**src/hdl/switch_adv_consts.svh**
```systemverilog
// Purpose: offsets, field positions, reset values and timing counts
// Assumes: 8-bit register port, 25 MHz clock
// Notes:   definitions only
`ifndef SWITCH_ADV_CONSTS_SVH
`define SWITCH_ADV_CONSTS_SVH

// ****************************************
// register offsets
// ****************************************
`define OFS_Q0_SPLIT      8'hba
`define OFS_IRQ_MASK      8'hbb
`define OFS_LINK_STATUS   8'hbc
`define OFS_PAUSE_LIMIT   8'hbd
`define OFS_FIBER_THRESH  8'hc0
`define OFS_REGULATOR     8'hc1
`define OFS_VLAN_INSERT   8'hc2

// ****************************************
// field positions and reset values
// ****************************************
`define BIT_RATIO_SEL     7
`define RST_RATIO_SEL     1'b1
`define BIT_LC_P1P2       7
`define BIT_LC_P3         2
`define BIT_LC_P2         1
`define BIT_LC_P1         0
`define W1C_MASK          8'h87
`define RSV_RW_MASK       8'h78
`define RST_IRQ_MASK      8'h00
`define RST_LINK_STATUS   8'h00
`define RST_PAUSE_LIMIT   8'h00
`define BIT_PAUSE_EN      0
`define BIT_FIBER_P2      7
`define BIT_FIBER_P1      6
`define BIT_LDO_OFF       6
`define BIT_INS_P1_TO_P2  5
`define BIT_INS_P1_TO_P3  4
`define LNK_P1_COPPER     0
`define LNK_P2_COPPER     1
`define LNK_P3_MII        2
`define LNK_P1_MII        3
`define WEIGHTS_FOUR      16'h8421
`define WEIGHTS_TWO       16'h0021

// ****************************************
// timing
// ****************************************
`define CLK_HZ            25000000
`define PAUSE_LIMIT_MS    160
`define PAUSE_CNT_W       22

`endif

```
**src/hdl/switch_adv_pkg.sv**
```systemverilog
// Purpose: types shared by the advanced control slice
// Assumes: constants header on the include path
// Notes:   state record registered as one unit
`include "switch_adv_consts.svh"

package switch_adv_pkg;

  typedef enum logic [1:0] {
    SCHED_STRICT,
    SCHED_RATIO,
    SCHED_MIXED
  } sched_type;

  typedef struct packed {
    logic [3:0]              sync1;
    logic [3:0]              sync2;
    logic [3:0]              prev;
    logic [1:0]              warm;
    logic                    ratio_sel;
    logic [7:0]              mask;
    logic [7:0]              status;
    logic [7:0]              pause_cfg;
    logic [1:0]              fiber;
    logic                    ldo_off;
    logic [1:0]              vlan_ins;
    logic [`PAUSE_CNT_W-1:0] pcnt;
    logic                    pend;
    logic [7:0]              rdata;
    logic                    irq_n;
    sched_type               mode;
    logic [15:0]             weights;
  } slice_state_type;

endpackage

```
**src/hdl/switch_adv_control_slice.sv**
```systemverilog
// Purpose: advanced control slice: queue scheduling select, link-change
//          interrupt, forced-pause limit, source vlan tag insertion
// Assumes: link levels arrive from other domains; pause and queue
//          settings come from logic on clk
// Notes:   read data appears one cycle after reg_rd
`timescale 1ns/1ps
`default_nettype none
`include "switch_adv_consts.svh"

module switch_adv_control_slice
  import switch_adv_pkg::*;
#(
  parameter int unsigned PAUSE_LIMIT_CYCLES =
    `PAUSE_LIMIT_MS * (`CLK_HZ / 1000)
) (
  input  wire logic        clk,            // 25 MHz
  input  wire logic        rst,            // async, active high
  input  wire logic [7:0]  reg_addr,       // register offset
  input  wire logic        reg_wr,         // write strobe
  input  wire logic        reg_rd,         // read strobe
  input  wire logic [7:0]  reg_wdata,      // write data
  output var  logic [7:0]  reg_rdata,      // read data
  input  wire logic        p1_copper_link, // link level, async
  input  wire logic        p2_copper_link, // link level, async
  input  wire logic        p3_mii_link,    // link level, async
  input  wire logic        p1_mii_link,    // link level, async
  input  wire logic [2:0]  upper_q_ratio,  // bit 7 of the other splits
  input  wire logic        global_ratio,   // global reg 5 bit 3
  input  wire logic        four_queues,    // 1: four queues, 0: two
  input  wire logic        pause_active,   // forced pause in progress
  output var  logic        irq_out_low,    // interrupt, active low
  output var  logic        pause_end_req,  // one-cycle end request
  output var  sched_type   sched_mode,     // third port scheduling
  output var  logic [15:0] queue_weights,  // q3..q0 nibbles
  output var  logic        ins_p1_to_p2,   // tag insert toward port 2
  output var  logic        ins_p1_to_p3,   // tag insert toward port 3
  output var  logic [1:0]  fiber_thresh,   // port 2, port 1 thresholds
  output var  logic        ldo_off         // regulator disable
);

  localparam logic [`PAUSE_CNT_W-1:0] PAUSE_LIMIT =
    PAUSE_LIMIT_CYCLES[`PAUSE_CNT_W-1:0];

  slice_state_type st_r;
  slice_state_type st_nxt;
  logic [3:0]      chg;
  logic [7:0]      set_vec;
  logic            wr_status;

  // ****************************************
  // link change detection
  // ****************************************
  // first samples after reset are not treated as changes
  assign chg = (st_r.warm == 2'd3) ? (st_r.sync2 ^ st_r.prev) : 4'h0;

  always_comb begin
    set_vec = 8'h00;
    set_vec[`BIT_LC_P1P2] = chg[`LNK_P1_COPPER] | chg[`LNK_P2_COPPER];
    set_vec[`BIT_LC_P3]   = chg[`LNK_P3_MII];
    set_vec[`BIT_LC_P2]   = chg[`LNK_P2_COPPER];
    set_vec[`BIT_LC_P1]   = chg[`LNK_P1_COPPER] | chg[`LNK_P1_MII];
  end

  assign wr_status = reg_wr && (reg_addr == `OFS_LINK_STATUS);

  // ****************************************
  // next state
  // ****************************************
  always_comb begin
    st_nxt = st_r;
    st_nxt.sync1 = {p1_mii_link, p3_mii_link, p2_copper_link,
                    p1_copper_link};
    st_nxt.sync2 = st_r.sync1;
    st_nxt.prev  = st_r.sync2;
    // three edges fill sync2 and prev before a change may count
    if (st_r.warm != 2'd3) begin
      st_nxt.warm = st_r.warm + 2'd1;
    end

    // register writes; reserved read-only bits ignore data
    if (reg_wr) begin
      if (reg_addr == `OFS_Q0_SPLIT) begin
        st_nxt.ratio_sel = reg_wdata[`BIT_RATIO_SEL];
      end else if (reg_addr == `OFS_IRQ_MASK) begin
        st_nxt.mask = reg_wdata;
      end else if (reg_addr == `OFS_PAUSE_LIMIT) begin
        st_nxt.pause_cfg = reg_wdata;
      end else if (reg_addr == `OFS_FIBER_THRESH) begin
        st_nxt.fiber = {reg_wdata[`BIT_FIBER_P2], reg_wdata[`BIT_FIBER_P1]};
      end else if (reg_addr == `OFS_REGULATOR) begin
        st_nxt.ldo_off = reg_wdata[`BIT_LDO_OFF];
      end else if (reg_addr == `OFS_VLAN_INSERT) begin
        st_nxt.vlan_ins = {reg_wdata[`BIT_INS_P1_TO_P2],
                           reg_wdata[`BIT_INS_P1_TO_P3]};
      end
    end

    // set beats a simultaneous write-one clear
    st_nxt.status = (st_r.status & ~(wr_status ? (reg_wdata & `W1C_MASK)
                                                : 8'h00))
                    | set_vec;
    if (wr_status) begin
      // writable reserved bits are plain storage
      st_nxt.status = (st_nxt.status & ~`RSV_RW_MASK)
                      | (reg_wdata & `RSV_RW_MASK);
    end

    st_nxt.irq_n = ~|(st_nxt.status & st_nxt.mask);

    // forced pause limit; count parks at the limit until pause ends
    st_nxt.pend = 1'b0;
    if (!st_r.pause_cfg[`BIT_PAUSE_EN] || !pause_active) begin
      st_nxt.pcnt = '0;
    end else if (st_r.pcnt != PAUSE_LIMIT) begin
      st_nxt.pcnt = st_r.pcnt + `PAUSE_CNT_W'(1);
      st_nxt.pend = (st_r.pcnt + `PAUSE_CNT_W'(1)) == PAUSE_LIMIT;
    end

    // scheduling select
    if (st_r.ratio_sel) begin
      st_nxt.mode    = SCHED_RATIO;
      st_nxt.weights = four_queues ? `WEIGHTS_FOUR : `WEIGHTS_TWO;
    end else if (!(|upper_q_ratio) && !global_ratio) begin
      st_nxt.mode    = SCHED_STRICT;
      st_nxt.weights = 16'h0000;
    end else begin
      st_nxt.mode    = SCHED_MIXED;
      st_nxt.weights = 16'h0000;
    end

    // read path; unmapped offsets return zero
    if (reg_rd) begin
      if (reg_addr == `OFS_Q0_SPLIT) begin
        st_nxt.rdata = {st_r.ratio_sel, 7'h00};
      end else if (reg_addr == `OFS_IRQ_MASK) begin
        st_nxt.rdata = st_r.mask;
      end else if (reg_addr == `OFS_LINK_STATUS) begin
        st_nxt.rdata = st_r.status;
      end else if (reg_addr == `OFS_PAUSE_LIMIT) begin
        st_nxt.rdata = st_r.pause_cfg;
      end else if (reg_addr == `OFS_FIBER_THRESH) begin
        st_nxt.rdata = {st_r.fiber, 6'h00};
      end else if (reg_addr == `OFS_REGULATOR) begin
        st_nxt.rdata = {1'b0, st_r.ldo_off, 6'h00};
      end else if (reg_addr == `OFS_VLAN_INSERT) begin
        st_nxt.rdata = {2'b00, st_r.vlan_ins, 4'h0};
      end else begin
        st_nxt.rdata = 8'h00;
      end
    end
  end

  // ****************************************
  // state register
  // ****************************************
  always_ff @(posedge clk or posedge rst) begin
    if (rst) begin
      st_r           <= '0;
      st_r.ratio_sel <= `RST_RATIO_SEL;
      st_r.mask      <= `RST_IRQ_MASK;
      st_r.status    <= `RST_LINK_STATUS;
      st_r.pause_cfg <= `RST_PAUSE_LIMIT;
      st_r.irq_n     <= 1'b1;
      st_r.mode      <= SCHED_RATIO;
      st_r.weights   <= `WEIGHTS_TWO;
    end else begin
      st_r <= st_nxt;
    end
  end

  assign reg_rdata     = st_r.rdata;
  assign irq_out_low   = st_r.irq_n;
  assign pause_end_req = st_r.pend;
  assign sched_mode    = st_r.mode;
  assign queue_weights = st_r.weights;
  assign ins_p1_to_p2  = st_r.vlan_ins[1];
  assign ins_p1_to_p3  = st_r.vlan_ins[0];
  assign fiber_thresh  = st_r.fiber;
  assign ldo_off       = st_r.ldo_off;
endmodule

`default_nettype wire

```
**config.mk**
```make
export PLATFORM = sky130hd
export DESIGN_NAME = switch_adv_control_slice
export DESIGN_NICKNAME = d
export VERILOG_FILES = /design/src/hdl/switch_adv_pkg.sv /design/src/hdl/switch_adv_control_slice.sv
export VERILOG_INCLUDE_DIRS = /design/src /design/src/hdl
export SDC_FILE = /design/constraint.sdc
export NUM_CORES = 1
export LEC_CHECK = 0
export ABC_AREA = 1
export BUFFER_PORTS_ARGS = -buffer_cell sky130_fd_sc_hd__buf_4
export CAP_MARGIN = 20
export CORE_MARGIN = 2
export CORE_UTILIZATION = 44
export DETAILED_ROUTE_END_ITERATION = 8
export HOLD_SLACK_MARGIN = 0.05
export SLEW_MARGIN = 10
export SYNTH_ARGS = -nofsm -noshare
export SYNTH_HDL_FRONTEND = slang
export SYNTH_SLANG_ARGS = --single-unit
```
**constraint.sdc**
```tcl
create_clock -name clk -period 6.2 [get_ports clk]
set_clock_uncertainty 0.05 [all_clocks]
set_input_delay 0.62 -clock clk [delete_from_list [all_inputs] [get_ports clk]]
set_output_delay 0.62 -clock clk [all_outputs]
set_load 0.005 [all_outputs]
```
After elaboration in Yosys (flattened, before gate mapping):

Cells that the tools add are included.

* register bits: 94
* input port bits: 30
* output and inout bits: 33
* logic and storage cells: 78

* add/subtract/negate cells: 2
* eq/ne operators: 11
* muxes and demuxes: 19
* bitwise operators: 13
* reduce and logical (&&, ||, !) cells: 16

Operators with widths (count)
* $mux 8: 10
* $eq 8x8->1 const B: 7
* $mux 18: 2
* $mux 23: 1
* $add 22x1->22 const B: 1
* $eq 22x22->1 const B: 1
* $mux 22: 1
* $ne 22x22->1 const B: 1
* $and 8x8->8: 2
* $mux 16: 1
* $not 8->8: 1
* $or 8x7->8: 1
* $or 8x8->8: 1
* $reduce_or 8->1: 1
* $mux 7: 1
* $reduce_and 7->1: 1
* $mux 6: 1
* $reduce_and 6->1: 1
* $logic_not 1->1: 5
* $not 1->1: 5
* $reduce_and 5->1: 1
* $mux 4: 1
* $reduce_and 4->1: 1
* $xor 4x4->4: 1
* other kinds (10): 12

Depth between registers and ports, before layout:

* word-level depth: 11
* mapped depth: 12
* depth with buffers taken out: 12

Worst setup path after synthesis:

OpenSTA, ideal clock, no wires.

* kind: input -> register
* start point: in reg_addr[1]
* end point: reg st_r, in the netlist irq_out_low
* library setup time: 67 ps
* arrival: 1635 ps
* required time: 6083 ps
* setup slack: 4448 ps
* stages on the path: 9
* buffers on the path: 1
* cell sequence: or2_1 > nor2_1 > nand3_2 > buf_6 > o21ai_1 > nand2_2 > nand2_1 > nand4_1 > nor2_1

RTL lines
* start, declared: line switch_adv_control_slice.sv:18 `input wire logic [7:0] reg_addr,`
* end signal, assigned: line switch_adv_control_slice.sv:167 `st_r <= st_nxt;`
* end, declared: line switch_adv_control_slice.sv:44 `slice_state_type st_r;`

==> reports/metrics.cfg <==
[grt]
grtUsageMet3_pct=3.95
use_met1_pct=23.9
grt_pass1_wl_um=14000
busiest_layer=met2
use_met2_pct=28.4
grt_usage_pct=17.7
overflow=0
antenna_found_initial=0
grt_max_degree=80
grt_pass1_vias=3076

[routing]
dr.first_iter.drc_count=101
vias=3158
drc=0
first_pass_iters=4
wl_per_cell_um=12.8
vias_per_cell=4.82
routed_wl_um=8360
antenna_left=0

[worst_setup_path]
worstSetupPathType=reg -> reg
arrival_ns=2.29
max_stage_delay_ns=0.47
slowest_stage=dfrtp_1
required_ns=6.44
cp_max_fo=7
startpoint_type=register
cp_cell_sequence=ha_1, inv_1, nor2_2, nand2_2, nor2_4, nand2_2, xnor2_1, nand2_1, nor2_1, nand3_1, nor2_1
setup.worst_path.end_class=register

[placement]
io_buffers=50
dp_hpwl_um=6110
gp_congestion=0.844

[cts]
holdBufCountCts=0
root_buffer=clkbuf_8
clock-sinks=79
tritoncts=done
cts_setup_buffers=0
path_clk_slew_ns=0.09
numCtsBuffers=9
clockBufferDepth=2
h-tree-depth=3
cts_resized=0
clk_latency_ns=0.36

[floorplan]
fp.coreArea_um2=9150
initial_core_util_pct=45.0
io_pins=63
die-area_um2=10200
fp.dieW_um=101
rows=35
die_h_um=101

[synth]
synth_edf_count=0
syn_avg_cell_area_um2=8.24
synthTopCellsByCount=nand2_1 (131), dfrtp_1 (76), nor2_1 (66), inv_1 (45), buf_4 (30)
synth_most_common_cell=nand2_1
seq_area_frac_synth_pct=48.1
async_flop_share_pct=100
yosys_warnings=0
netlist_area_um2=4120
netlist_instances=500
synth_top_area_share_pct=46.2
synth_seq_cells=79
synth_area_leader_cell=dfrtp_1
synthTopCellsByArea=dfrtp_1 (46%), nand2_1 (12%), nor2_1 (6.0%)
ys_types=39
ys.flop_type=dfrtp_1

[power]
power_mw=1.04
leakagePower_nw=2.11
power_density_nw_per_um2=223
ir_worst_vdd_mv=0.155

[finish]
num_antenna_cells=0
area_growth_pct=12.7
drive_above_1_share_pct=17.8
final_nets=573

[sta]
setup_viol=0
worst_pin_slew_ns=0.659
rsz0062_at_grt=false
hold_viol_final=0
period_needed_ns=2.06
setup_tns_ns=0
slew_viol_final=0
fin_crit_sh_pct=33.2
max_freq_mhz=486
maxSlewHeadroom_pct=56.0

[worst_hold_path]
min_path_type=in -> async

[flow_run]
max-cap-violations=0

[run_status]
status=complete, no violations

state kept, by name, indices dropped and copies added (netlist names):
name / cells
st_r: 53
reg_rdata: 8
st_nxt: 8
fiber_thresh: 2
sched_mode: 2
ins_p1_to_p2: 1
ins_p1_to_p3: 1
irq_out_low: 1
ldo_off: 1
pause_end_req: 1
queue_weights: 1
cell families (layout without fill, tap and decap cells):
| family | Yosys count | count (layout) | synth area share, % |
|---|---|---|---|
| AOI/OAI and AO/OA | 59 | 59 | 8.02 |
| xor gates and xnor gates | 18 | 18 | 3.83 |
| adders and majority gates | 4 | 4 | 1.21 |
| buffers and inverters | 82 | 115 | 10.8 |
| DFF | 79 | 79 | 48.1 |
| muxes | 1 | 1 | 0.273 |
| other | 1 | 12 | 0.0910 |
| and+or+nand+nor | 256 | 256 | 27.7 |
cell usage in the layout (no fill, tap or decap), types with 2 or more instances in the layout:
| master | instances |
|---|---|
| o21a_2 | 2 |
| nand4_1 | 8 |
| xnor2_1 | 6 |
| inv_1 | 44 |
| inv_8 | 2 |
| a31oi_1 | 2 |
| nor4_1 | 2 |
| buf_4 | 51 |
| nor3_1 | 5 |
| nand2_2 | 5 |
| o21a_1 | 4 |
| dfstp_2 | 3 |
| a21oi_1 | 13 |
| inv_2 | 2 |
| nor2_2 | 5 |
| nor2_1 | 66 |
| o21ai_0 | 23 |
| xor2_1 | 12 |
| o21ai_1 | 11 |
| inv_6 | 2 |
| ha_1 | 4 |
| a41oi_1 | 4 |
| nand3_1 | 20 |
| clkbuf_8 | 9 |
| nor3_2 | 3 |
| nand3b_1 | 2 |
| dfrtp_1 | 76 |
| conb_1 | 12 |
| nand2_1 | 131 |
stage by stage:
step	hold WS (ns)	cells	worst slack [ns]	cell area (um^2)	utilization, %
3_3_place_gp	0.285	638	4.05	4410	48.2
4_1_cts	0.297	654	4.18	4620	50.5
2_1_floorplan	0.281	511	3.51	4160	-
6_report	0.305	655	4.14	4640	50.7
5_1_grt	0.288	655	3.99	4640	50.7
3_5_place_dp	0.285	638	4.03	4410	48.2
routing by layer:
metal	routed length [um]	vias to the layer above
li1	-	1630
met1	4070	1462
met2	3880	58
met3	319	8
met4	90	0
met5	0	-
critical path: cells and delay by family (launching register included):
kind                     cells  cell delay [ns]
XOR/XNOR                     1             0.25
adder cells (fa/ha/maj)      1             0.28
buffers and inverters        1             0.09
flip-flops                   1             0.47
AND/OR/NAND/NOR              8             0.84
layout make-up:
| cell class | count | area [um^2] |
|---|---|---|
| Fill cell | 920 | 4510 |
| Sequential cell | 79 | 1980 |
| Multi-Input combinational cell | 350 | 1730 |
| Timing Repair Buffer | 52 | 403 |
| Inverter | 47 | 178 |
| Tap cell | 111 | 139 |
| Clock buffer | 9 | 124 |
| Clock inverter | 7 | 86.3 |
final timing paths:
check | from | to | slack [ns] | depth (start not counted)
setup / recovery | st_r[28] | pause_end_req | 4.14 | 11
min in group clk | st_nxt[88] | st_nxt[84] | 0.31 | 0
hold reg to reg | st_nxt[88] | st_nxt[84] | 0.31 | 0
hold / removal | rst | st_nxt[86] | 0.31 | 3
setup reg to reg | st_r[28] | pause_end_req | 4.14 | 11
max in group asynchronous | rst | st_r[59] | 5.20 | 4
where the power goes:
group | total, mW | leakage (nW) | switching, mW | internal, mW
Combinational | 0.0773 | 0.994 | 0.0412 | 0.0361
Clock | 0.413 | 0.104 | 0.218 | 0.195
Sequential | 0.546 | 1.01 | 0.0105 | 0.536
Total | 1.04 | 2.11 | 0.270 | 0.767
(Power assumes the default switching activity.)
